**config.mk**
```make
export PLATFORM = sky130hd
export DESIGN_NAME = pipelined_sram_port_control
export DESIGN_NICKNAME = d
export VERILOG_FILES = /design/src/hdl/write_buffer_fifo.v /design/src/hdl/pipelined_sram_port_control.v
export VERILOG_INCLUDE_DIRS = /design/src /design/src/include
export SDC_FILE = /design/constraint.sdc
export NUM_CORES = 1
export LEC_CHECK = 0
export ABC_AREA = 1
export BUFFER_PORTS_ARGS = -buffer_cell sky130_fd_sc_hd__buf_2
export CAP_MARGIN = 0
export CORE_ASPECT_RATIO = 0.75
export CORE_MARGIN = 10
export CORE_UTILIZATION = 45
export CTS_CLUSTER_SIZE = 30
export DETAILED_ROUTE_END_ITERATION = 8
export SYNTH_ARGS = -nofsm -noshare
export SYNTH_HDL_FRONTEND = slang
export SYNTH_SLANG_ARGS = --single-unit
```
**constraint.sdc**
```tcl
create_clock -name clock_i -period 9.61 [get_ports clock_i]
set_input_delay 1.922 -clock clock_i [delete_from_list [all_inputs] [get_ports clock_i]]
set_output_delay 1.922 -clock clock_i [all_outputs]
set_load 0.01 [all_outputs]
```
**src/include/sram_port_regs.vh**
```
`ifndef SRAM_PORT_REGS_VH
`define SRAM_PORT_REGS_VH

// array and lane geometry
`define RAM_ADDR_W      4
`define RAM_DEPTH       16
`define DATA_W          32
`define LANES           4
`define LANE_W          8
`define BURST_W         2

// layout of one write buffer entry: {addr, lanes, parity, data}
`define WB_DATA_LSB     0
`define WB_PAR_LSB      32
`define WB_LANE_LSB     36
`define WB_ADDR_LSB     40
`define WB_W            44
`define WB_DEPTH        16

// reset values
`define BURST_CNT_RST   2'h0
`define MODE_RST        1'b1

`endif

```
**src/hdl/write_buffer_fifo.v**
```verilog
module write_buffer_fifo #(
  parameter WIDTH = 44,
  parameter DEPTH = 16
) (
  input  wire             clock_i,
  input  wire             rst_n_i,
  input  wire             in_valid_i,
  output wire             in_ready_o,
  input  wire [WIDTH-1:0] in_data_i,
  output wire             out_valid_o,
  input  wire             out_ready_i,
  output reg  [WIDTH-1:0] out_data_o
);

  function integer clog2;
    input integer value;
    integer v;
    begin
      v = value - 1;
      clog2 = 0;
      while (v > 0)
      begin
        clog2 = clog2 + 1;
        v = v >> 1;
      end
    end
  endfunction

  localparam PW = (DEPTH > 1) ? clog2(DEPTH) : 1;

  ////////////////////////////////////////////////////////////////////////////
  // storage plus one output register, so the head is always a flop
  reg [WIDTH-1:0] store [0:DEPTH-1];
  reg [PW-1:0]    wr_ptr;
  reg [PW-1:0]    rd_ptr;
  reg [PW:0]      count;
  reg             head_valid;

  wire store_empty = (count == {(PW+1){1'b0}});
  wire store_full  = (count == DEPTH[PW:0]);
  wire head_take   = !head_valid || out_ready_i;
  wire do_pop      = head_take && !store_empty;
  wire do_push     = in_valid_i && !store_full;

  assign in_ready_o  = !store_full;
  assign out_valid_o = head_valid;

  always @(posedge clock_i)
  begin
    if (do_push)
      store[wr_ptr] <= in_data_i;
  end

  always @(posedge clock_i or negedge rst_n_i)
  begin
    if (!rst_n_i)
    begin
      wr_ptr     <= {PW{1'b0}};
      rd_ptr     <= {PW{1'b0}};
      count      <= {(PW+1){1'b0}};
      head_valid <= 1'b0;
      out_data_o <= {WIDTH{1'b0}};
    end
    else
    begin
      if (do_push)
        wr_ptr <= wr_ptr + 1'b1;
      if (do_pop)
      begin
        rd_ptr     <= rd_ptr + 1'b1;
        out_data_o <= store[rd_ptr];
      end
      if (head_take)
        head_valid <= !store_empty;
      if (do_push && !do_pop)
        count <= count + 1'b1;
      else if (!do_push && do_pop)
        count <= count - 1'b1;
    end
  end

endmodule

```
**src/hdl/pipelined_sram_port_control.v**
```verilog
`include "sram_port_regs.vh"

// Overview of operation
// third chip select, active low, sampled each edge, selects with the other two
// output drive enable low lets data pins drive; high tristates them
// outputs tristated in write data cycle, first clock after deselect, while deselected
// clock qualifier high freezes every internal state; here the strap and scan sync flops and the write buffer head load keep running
// qualifier high does not deselect; current cycle's outputs are held
// write data on data lanes captured on rising edge
// read data comes from address captured at preceding edge, one registered stage
// parity lanes act like data lanes, each written only by its lane select
// burst strap high interleaved, low linear; floating counts as high
// system holds burst strap constant during operation
// scan serial output changes on falling test clock edge
// scan serial input sampled on rising test clock edge
// first select active low, second active high, both sampled, combined with third
// controller drives write strobe low to write; high with select reads
// active-low lane selects, qualified by write strobe, pick written lanes and parity
// burst steps low address bits: linear increments with wrap, interleaved xors count
module pipelined_sram_port_control (
  input  wire                     clock_i,
  input  wire                     rst_n_i,
  input  wire                     chip_sel_a_n_i,
  input  wire                     chip_sel_b_i,
  input  wire                     chip_sel_c_n_i,
  input  wire                     clk_qualify_n_i,
  input  wire                     write_n_i,
  input  wire                     adv_load_i,
  input  wire [`RAM_ADDR_W-1:0]   addr_i,
  input  wire [`LANES-1:0]        lane_write_sel_n_i,
  input  wire                     out_en_n_i,
  input  wire [`DATA_W-1:0]       data_i,
  output reg  [`DATA_W-1:0]       data_o,
  output wire                     data_oe_o,
  input  wire [`LANES-1:0]        parity_lanes_i,
  output reg  [`LANES-1:0]        parity_lanes_o,
  output wire                     parity_lanes_oe_o,
  input  wire                     burst_mode_i,
  output wire                     write_buffer_ready_o,
  input  wire                     tck_i,
  input  wire                     tdi_i,
  output reg                      tdo_o
);

  ////////////////////////////////////////////////////////////////////////////
  // burst address step, used only by advance; load takes addr_i unchanged
  function [`BURST_W-1:0] burst_step;
    input [`BURST_W-1:0] start;
    input [`BURST_W-1:0] beat;
    input                interleaved;
    begin
      if (interleaved)
        burst_step = start ^ beat;
      else
        burst_step = start + beat;
    end
  endfunction

  // byte merge of a lane-masked write over older contents
  function [`DATA_W+`LANES-1:0] lane_merge;
    input [`DATA_W+`LANES-1:0] old_word;
    input [`DATA_W+`LANES-1:0] new_word;
    input [`LANES-1:0]         lanes;
    integer k;
    begin
      lane_merge = old_word;
      for (k = 0; k < `LANES; k = k + 1)
      begin
        if (lanes[k])
        begin
          lane_merge[k*`LANE_W +: `LANE_W] = new_word[k*`LANE_W +: `LANE_W];
          lane_merge[`DATA_W + k]          = new_word[`DATA_W + k];
        end
      end
    end
  endfunction

  ////////////////////////////////////////////////////////////////////////////
  // strap and scan pins cross in through three flops
  reg [2:0] mode_sync;
  reg [2:0] tck_sync;
  reg [2:0] tdi_sync;
  reg       burst_mode;
  reg       scan_bit;

  wire tck_rise = tck_sync[1] && !tck_sync[2];
  wire tck_fall = !tck_sync[1] && tck_sync[2];

  always @(posedge clock_i or negedge rst_n_i)
  begin
    if (!rst_n_i)
    begin
      mode_sync  <= {3{`MODE_RST}};
      tck_sync   <= 3'h0;
      tdi_sync   <= 3'h0;
      burst_mode <= `MODE_RST;
      scan_bit   <= 1'b0;
      tdo_o      <= 1'b0;
    end
    else
    begin
      mode_sync <= {mode_sync[1:0], burst_mode_i};
      tck_sync  <= {tck_sync[1:0], tck_i};
      tdi_sync  <= {tdi_sync[1:0], tdi_i};
      // strap assumed static, so only a settled level is taken
      if (mode_sync[1] == mode_sync[2])
        burst_mode <= mode_sync[2];
      if (tck_rise)
        scan_bit <= tdi_sync[2];
      if (tck_fall)
        tdo_o <= scan_bit;
    end
  end

  ////////////////////////////////////////////////////////////////////////////
  // address stage
  wire selected = !chip_sel_a_n_i && chip_sel_b_i && !chip_sel_c_n_i;
  wire active   = !clk_qualify_n_i;

  reg [`RAM_ADDR_W-1:0] burst_base;
  reg [`BURST_W-1:0]    burst_cnt;
  reg                   burst_live;
  reg                   burst_write;
  reg                   s1_valid;
  reg                   s1_write;
  reg [`RAM_ADDR_W-1:0] s1_addr;
  reg [`LANES-1:0]      s1_lanes;
  reg                   drive;

  wire [`BURST_W-1:0] next_beat = burst_cnt + 1'b1;
  wire [`BURST_W-1:0] next_low  = burst_step(burst_base[`BURST_W-1:0], next_beat, burst_mode);

  always @(posedge clock_i or negedge rst_n_i)
  begin
    if (!rst_n_i)
    begin
      burst_base  <= {`RAM_ADDR_W{1'b0}};
      burst_cnt   <= `BURST_CNT_RST;
      burst_live  <= 1'b0;
      burst_write <= 1'b0;
      s1_valid    <= 1'b0;
      s1_write    <= 1'b0;
      s1_addr     <= {`RAM_ADDR_W{1'b0}};
      s1_lanes    <= {`LANES{1'b0}};
    end
    else if (active)
    begin
      if (!adv_load_i && selected)
      begin
        burst_base  <= addr_i;
        burst_cnt   <= `BURST_CNT_RST;
        burst_live  <= 1'b1;
        burst_write <= !write_n_i;
        s1_valid    <= 1'b1;
        s1_write    <= !write_n_i;
        s1_addr     <= addr_i;
        s1_lanes    <= write_n_i ? {`LANES{1'b0}} : ~lane_write_sel_n_i;
      end
      else if (adv_load_i && burst_live)
      begin
        burst_cnt <= next_beat;
        s1_valid  <= 1'b1;
        s1_write  <= burst_write;
        s1_addr   <= {burst_base[`RAM_ADDR_W-1:`BURST_W], next_low};
        s1_lanes  <= burst_write ? ~lane_write_sel_n_i : {`LANES{1'b0}};
      end
      else
      begin
        burst_live <= 1'b0;
        s1_valid   <= 1'b0;
        s1_write   <= 1'b0;
        s1_lanes   <= {`LANES{1'b0}};
      end
    end
  end

  ////////////////////////////////////////////////////////////////////////////
  // data stage: write capture into the buffer, array, read output register
  reg  [`DATA_W+`LANES-1:0] ram [0:`RAM_DEPTH-1];
  wire [`WB_W-1:0]          wb_head;
  wire                      wb_head_valid;
  wire                      wb_push = active && s1_valid && s1_write;
  wire [`WB_W-1:0]          wb_entry = {s1_addr, s1_lanes, parity_lanes_i, data_i};

  // push side only fills while qualified, so drain keeps pace with it
  write_buffer_fifo #(
    .WIDTH (`WB_W),
    .DEPTH (`WB_DEPTH)
  ) u_write_buffer (
    .clock_i     (clock_i),
    .rst_n_i     (rst_n_i),
    .in_valid_i  (wb_push),
    .in_ready_o  (write_buffer_ready_o),
    .in_data_i   (wb_entry),
    .out_valid_o (wb_head_valid),
    .out_ready_i (active),
    .out_data_o  (wb_head)
  );

  wire [`RAM_ADDR_W-1:0]    head_addr  = wb_head[`WB_ADDR_LSB +: `RAM_ADDR_W];
  wire [`LANES-1:0]         head_lanes = wb_head[`WB_LANE_LSB +: `LANES];
  wire [`DATA_W+`LANES-1:0] head_word  = wb_head[`WB_DATA_LSB +: `DATA_W+`LANES];
  wire                      head_drain = active && wb_head_valid;

  always @(posedge clock_i)
  begin
    if (head_drain)
      ram[head_addr] <= lane_merge(ram[head_addr], head_word, head_lanes);
  end

  // copy of the entry pushed at the last qualified edge; it still sits
  // behind the head, so a read right after its write needs it as well
  reg  [`WB_W-1:0] recent;
  reg              recent_valid;

  always @(posedge clock_i or negedge rst_n_i)
  begin
    if (!rst_n_i)
    begin
      recent       <= {`WB_W{1'b0}};
      recent_valid <= 1'b0;
    end
    else if (active)
    begin
      recent_valid <= wb_push;
      if (wb_push)
        recent <= wb_entry;
    end
  end

  // forward not-yet-drained writes, older head first, then the newer entry
  wire [`DATA_W+`LANES-1:0] ram_word  = ram[s1_addr];
  wire                      fwd_hit   = wb_head_valid && (head_addr == s1_addr);
  wire [`DATA_W+`LANES-1:0] head_fwd  = fwd_hit ?
                                        lane_merge(ram_word, head_word, head_lanes) : ram_word;
  wire [`RAM_ADDR_W-1:0]    new_addr  = recent[`WB_ADDR_LSB +: `RAM_ADDR_W];
  wire [`LANES-1:0]         new_lanes = recent[`WB_LANE_LSB +: `LANES];
  wire [`DATA_W+`LANES-1:0] new_word  = recent[`WB_DATA_LSB +: `DATA_W+`LANES];
  wire                      new_hit   = recent_valid && (new_addr == s1_addr);
  wire [`DATA_W+`LANES-1:0] read_word = new_hit ?
                                        lane_merge(head_fwd, new_word, new_lanes) : head_fwd;

  always @(posedge clock_i or negedge rst_n_i)
  begin
    if (!rst_n_i)
    begin
      data_o         <= {`DATA_W{1'b0}};
      parity_lanes_o <= {`LANES{1'b0}};
      drive          <= 1'b0;
    end
    else if (active)
    begin
      // write data cycles and deselected cycles leave drive low
      drive <= s1_valid && !s1_write;
      if (s1_valid && !s1_write)
      begin
        data_o         <= read_word[`DATA_W-1:0];
        parity_lanes_o <= read_word[`DATA_W +: `LANES];
      end
    end
  end

  // a read directly followed by a write gives up its drive cycle to the
  // write data, so the controller should leave a gap between the two
  wire bus_free = drive && !(s1_valid && s1_write);

  assign data_oe_o         = bus_free && !out_en_n_i;
  assign parity_lanes_oe_o = bus_free && !out_en_n_i;

endmodule

```
* Word-level counts from Yosys, hierarchy flattened *
Memories as Yosys holds them, arrays and structs flattened. A register that Yosys moved wholly into a read port is not among the register bits.
Index checks and enable logic that the tools add are counted.

storage, ports and cells
  register bits after elaboration = 126
  RAM bits = 1280
  input bits = 56
  output and inout port bits = 40
  logic and storage cells = 146
  memories kept = 2

cells by class
  add/subtract/negate cells = 6
  eq/ne operators = 9
  muxes and demuxes = 55
  bitwise gates (word level) = 3
  reduce and logical (&&, ||, !) cells = 48

memories
  name                  depth  bits a word  read ports  clocked after Yosys merged registers in  wr ports  RTL line                           source
  u_write_buffer.store  16     44           1           1                                        1         write_buffer_fifo.v:33             reg [WIDTH-1:0] store [0:DEPTH-1];
  ram                   16     36           1           0                                        1         pipelined_sram_port_control.v:179  reg [`DATA_W+`LANES-1:0] ram [0:`RAM_DEPTH-1];

operators by type and width
  kind                   count
  $mux W8                16
  $mux W36               2
  $mux W1                26
  $mux W4                6
  $logic_and A1 B1 Y1    19
  $reduce_and A2 Y1      9
  $logic_not A1 Y1       16
  $mux W5                2
  $ne A2 B2 Y1 const B   5
  $add A4 B1 Y4 const B  2
  $eq A4 B4 Y1           2
  $mux W2                3
  $add A5 B1 Y5 const B  1
  $eq A5 B5 Y1 const B   1
  $logic_not A5 Y1       1
  $sub A5 B1 Y5 const B  1
  $not A4 Y4             1
  $reduce_bool A2 Y1     2
  $add A2 B1 Y2 const B  1
  $add A2 B2 Y2          1
  $xor A2 B2 Y2          1
  $eq A1 B1 Y1           1
  $logic_or A1 B1 Y1     1
  $not A1 Y1             1

* Logic depth before layout (Yosys ltp) *
  depth after elaboration = 8
  gate-level depth with buffers = 13
  mapped depth without buffers = 13

* Modules after synthesis *
A second synthesis with hierarchy kept.

second synthesis, totals
  cells, all modules = 5758
  area total of the unflattened synthesis = 61158.7 sq um

modules (own cells, without submodules)
  module                       instances  cells an instance  area each (sq um)  sequential area each (sq um)
  pipelined_sram_port_control  1          3148               30621.9            20104.3
  write_buffer_fifo            1          2610               30536.8            22591.7

* Least setup slack after synthesis *
No wires, ideal clock.

  kind = input to register
  start point = input port clk_qualify_n_i
  end point = memory u_write_buffer.store[11][0], enable pin
  setup time = 0.445 ns
  arrival time = 4.490 ns
  data required time = 9.165 ns
  path slack = 4.675 ns
  stages on the path = 6
  path buffers = 1
  path through = buf_2 > nor2_1 > nand2_1 > nor2_1 > inv_1 > nor2_1

on the way
  longest elaborated chain between the ends = 6

ends and longest elaborated chain
  element                           RTL line                           source
  start, declared                   pipelined_sram_port_control.v:26   input wire clk_qualify_n_i,
  $logic_not A1 Y1                  pipelined_sram_port_control.v:118  wire active = !clk_qualify_n_i;
  $logic_and A1 B1 Y1 (2 in a row)  pipelined_sram_port_control.v:182  wire wb_push = active && s1_valid && s1_write;
  $logic_and A1 B1 Y1               write_buffer_fifo.v:43             wire do_push = in_valid_i && !store_full;
  $mux W1                           write_buffer_fifo.v:50             if (do_push)
  $mux W1 (not written as such)     write_buffer_fifo.v:51             store[wr_ptr] <= in_data_i;
  end, declared                     write_buffer_fifo.v:33

No other way between the ends.

* Worst setup path in the final report *
  start point = input port clk_qualify_n_i
  end point = memory u_write_buffer.store[5][5], enable pin

on the way
  longest elaborated chain between the ends = 6

ends and longest elaborated chain
  element                           RTL line
  $logic_not A1 Y1                  pipelined_sram_port_control.v:118
  $logic_and A1 B1 Y1 (2 in a row)  pipelined_sram_port_control.v:182
  $logic_and A1 B1 Y1               write_buffer_fifo.v:43
  net u_write_buffer.do_push        write_buffer_fifo.v:43
  $mux W1                           write_buffer_fifo.v:50
  $mux W1 (not written as such)     write_buffer_fifo.v:51

The timed path passes the listed nets, and every way through them passes these cells.

==> impl_metrics.csv <==
group,metric,value,unit
run_status,outcome,"finished, final reports clean",
yosys,avgSynthCellArea,11.51,um^2
cts,clk_transition_reported_paths,0.06,ns
sta,max_freq,234.2,MHz
yosys,synth_area_leader_cell,"edfxtp_1",
detailed_routing,num_vias,39150,
yosys,synth_nets,5365,
sta,finalCriticalPeriod,4.270,ns
sta,slew_violations,0,
yosys,synth_cells,5298,
worst_setup_path,cp_slowest_cell,"nor2_4",
worst_setup_path,rr_worst_depth,11,
global_route,overflow,0,
detailed_routing,ant_nets,0,
yosys,netlist_top_cells_area,"edfxtp_1, nand2_1, dfrtp_1, nand3_1, inv_1",
yosys,synth_top_area_share,63.02,%
cts,root_buffer,"clkbuf_16",
sta,relSlewSlack,27.07,%
placement,globalplace.congestion,0.8616,
cts,cts_tree,"done",
detailed_routing,wl_per_cell,22.68,um
detailed_routing,vias_per_cell,5.474,
sta,period_share,44.43,%
sta,skew,0.03457,ns
sta,hold_violations,0,
final_layout,syn2layout_area_growth,10.48,%
yosys,synth-async-reset-ratio,11.72,%
power_and_ir_drop,vdd_drop_max,271.6,uV
worst_setup_path,r2r-end,"data_o[9]$_DFFE_PN0P_",
floorplanning,die_area,0.1508,mm^2
worst_setup_path,r2r_start,"s1_addr[0]$_DFFE_PN0P_",
yosys,synth_edf_count,1280,
yosys,synth_area,0.06099,mm^2
worst_setup_path,crit_chain,"buf_2 > nor2_4 > buf_4 > nand2_1 > clkinv_1 > nand2_1 > nor2_4 > buf_4",
floorplanning,core,0.1340,mm^2
worst_setup_path,cpLargestDelayFamily,"simple AND/OR/NAND/NOR gates",
worst_setup_path,cp.required,10.01,ns
placement,io_buffers,95,
worst_setup_path,r2r_slack,5.60,ns
floorplanning,ios,96,
worst_setup_path,crit_fanout,40,
yosys,yosysWarnings,0,
worst_hold_path,min_delay_worst_endpoint,"tck_sync[1]$_DFF_PN0_",
cts,ctsResizeCount,0,
detailed_routing,drc,0,
global_route,track_usage,21.01,%
final_layout,drive_above_1_share,8.772,%
global_route,antenna_found_initial,4,
run,cap_viol_max_count,0,
placement,hpwl,96.46,mm
sta,tightest_slew,1.094,ns
worst_setup_path,critPathKind,"input pin to flip-flop",
worst_setup_path,worst-path-buf-inv,4,
cts,clockBufferDepth,3,
floorplanning,rows,116,
worst_setup_path,crit_path_start_kind,"input pin",
global_route,first_global_vias,37830,
sta,setup_viol,0,
floorplanning,die_w,445.1,um
floorplanning,initial_utilization,45.53,%
yosys,yosysSeqAreaShare,70.00,%
cts,cts_hold_buf,0,
worst_setup_path,arrival,4.67,ns
worst_hold_path,hold_path_class,"flip-flop to flip-flop",
cts,clkSinkCount,1450,
cts,ctsHtreeMaxLevel,4,
yosys,synth_cell_types,41,
floorplanning,dieHeight,338.8,um
sta,setup_tns,0,ns
power_and_ir_drop,p_per_area,297.0,mW/mm^2
yosys,ys_seq_elements,1450,
worst_setup_path,cp-end-kind,"flip-flop",
sta,rsz0062_at_grt,"no",
worst_hold_path,hp-start,"tck_sync[0]$_DFF_PN0_",
yosys,synth_top_flop_cell,"edfxtp_1",
worst_hold_path,worstHoldPathCells,0,
worst_setup_path,cpPeakStageDelay,0.78,ns
global_route,grt_max_degree,220,
power_and_ir_drop,power.leakage,25.77,nW
detailed_routing,initialDrtViolationCount,4370,
cts,cts_setup_buffers,0,
power_and_ir_drop,finalPower,20.02,mW
final_layout,fin_nets,5335,
final_layout,fillerInstances,11720,
global_route,grt_pass1_wl,242.4,mm
cts,clkLatencyLatePin,0.77,ns
detailed_routing,dr.pass1.iters,5,
detailed_routing,routed_wl,162.2,mm
cts,cts_buffers,142,
[logic make-up after synthesis]
logic type	share of synthesized area [%]
adders and majority gates	0.2544
and+or+nand+nor	15.64
AOI/OAI and AO/OA	8.450
buffers and inverters	5.477
xor gates and xnor gates	0.1580
DFF	70.00
muxes	0.01846
[where the power goes]
| part | total [mW] | leakage (nW) | switching, mW | internal (mW) |
|---|---|---|---|---|
| sequential | 8.54 | 13.6 | 0.932 | 7.61 |
| combinational | 5.87 | 9.90 | 4.13 | 1.74 |
| clock | 5.61 | 2.26 | 2.37 | 3.24 |
[layout make-up]
class / count / area [um^2] / area share, %
inverters: 478 / 1818 / 2.698
repair buffers: 149 / 902.1 / 1.339
multi-input cells: 3047 / 15100 / 22.41
clock inverters: 60 / 618.1 / 0.9172
flip-flops and latches: 1450 / 42720 / 63.40
clock buffers: 197 / 4009 / 5.949
diodes: 2 / 5.005 / 0.007427
well taps: 1770 / 2215 / 3.286
[registers in the layout, summed over array words and instances (netlist names), 3 cells and up]
name / flops
u_write_buffer.out_data_o: 44
u_write_buffer.wr_ptr: 4
u_write_buffer.store: 704
tdi_sync: 3
parity_lanes_o: 4
mode_sync: 3
u_write_buffer.rd_ptr: 4
burst_base: 4
s1_addr: 4
data_o: 32
s1_lanes: 4
tck_sync: 3
ram: 576
recent: 44
u_write_buffer.count: 5
[synthesized netlist by cell type, types with 2 or more instances]
master / n
nand3_1: 493
o211ai_1: 133
o21ai_0: 184
nand2_1: 1346
a31oi_1: 2
nor2_1: 318
buf_6: 9
edfxtp_1: 1280
clkbuf_1: 108
o221ai_1: 44
dfrtp_1: 166
ha_1: 10
buf_4: 20
o21ai_1: 23
buf_1: 33
nand3_2: 4
inv_1: 471
nand4_1: 72
or2_2: 37
a21oi_2: 36
xnor2_1: 2
o21bai_1: 176
o22ai_1: 4
xor2_1: 9
dfstp_2: 4
buf_2: 153
a21o_1: 3
a21oi_1: 6
clkinv_1: 2
inv_2: 5
o21a_1: 132
nand3_4: 4
[worst max path at each step]
stage          cells after the start  slack (ns)            start                                     to
2_1_floorplan                      6        4.68  clk_qualify_n_i  u_write_buffer.store[11][0]$_DFFE_PP_
3_3_place_gp                       8        4.64  clk_qualify_n_i   u_write_buffer.store[7][6]$_DFFE_PP_
3_5_place_dp                       8        4.59  clk_qualify_n_i   u_write_buffer.store[4][7]$_DFFE_PP_
4_1_cts                            8        5.40  clk_qualify_n_i   u_write_buffer.store[4][5]$_DFFE_PP_
5_1_grt                            8        5.17  clk_qualify_n_i   u_write_buffer.store[5][5]$_DFFE_PP_
6_report                           8        5.34  clk_qualify_n_i   u_write_buffer.store[5][5]$_DFFE_PP_
[stage by stage]
stage          instance area [um^2]  util (%)  setup slack, ns  cells  hold slack, ns
2_1_floorplan                 60990         -            4.675   5298          0.3312
3_3_place_gp                  62760     46.85            4.640   6894          0.3352
3_5_place_dp                  62760     46.85            4.586   6894          0.3389
4_1_cts                       67380     50.30            5.400   7151          0.3520
5_1_grt                       67380     50.30            5.173   7151          0.3613
6_report                      67390     50.30            5.340   7153          0.3499
[routing by layer]
layer  track usage, %  share of wire [%]
met1            31.44                 46
met4            5.952                2.4
met2            31.50                 45
met5                0             0.0080
met3            3.387                7.0
[placed cells by master, fill, tap and decap left out, types with 6 or more instances in the layout]
cell	synthesis	layout
nand2_1	1346	1345
inv_6	0	7
nand4_1	72	72
clkbuf_8	0	11
dfrtp_1	166	158
o21ai_0	184	184
buf_2	153	94
edfxtp_1	1280	1280
nand3_1	493	493
xor2_1	9	9
o21a_1	132	132
or2_2	37	37
o21bai_1	176	176
a21oi_1	6	6
dfrtp_4	0	6
o221ai_1	44	44
ha_1	10	10
nor2_4	1	19
clkinv_2	0	19
buf_4	20	53
a21oi_2	36	36
inv_1	471	468
bufinv_16	0	12
nor2_1	318	300
clkbuf_16	0	149
o21ai_1	23	23
clkbuf_1	108	38
clkinv_1	2	21
o211ai_1	133	133
(Power assumes the default switching activity.)
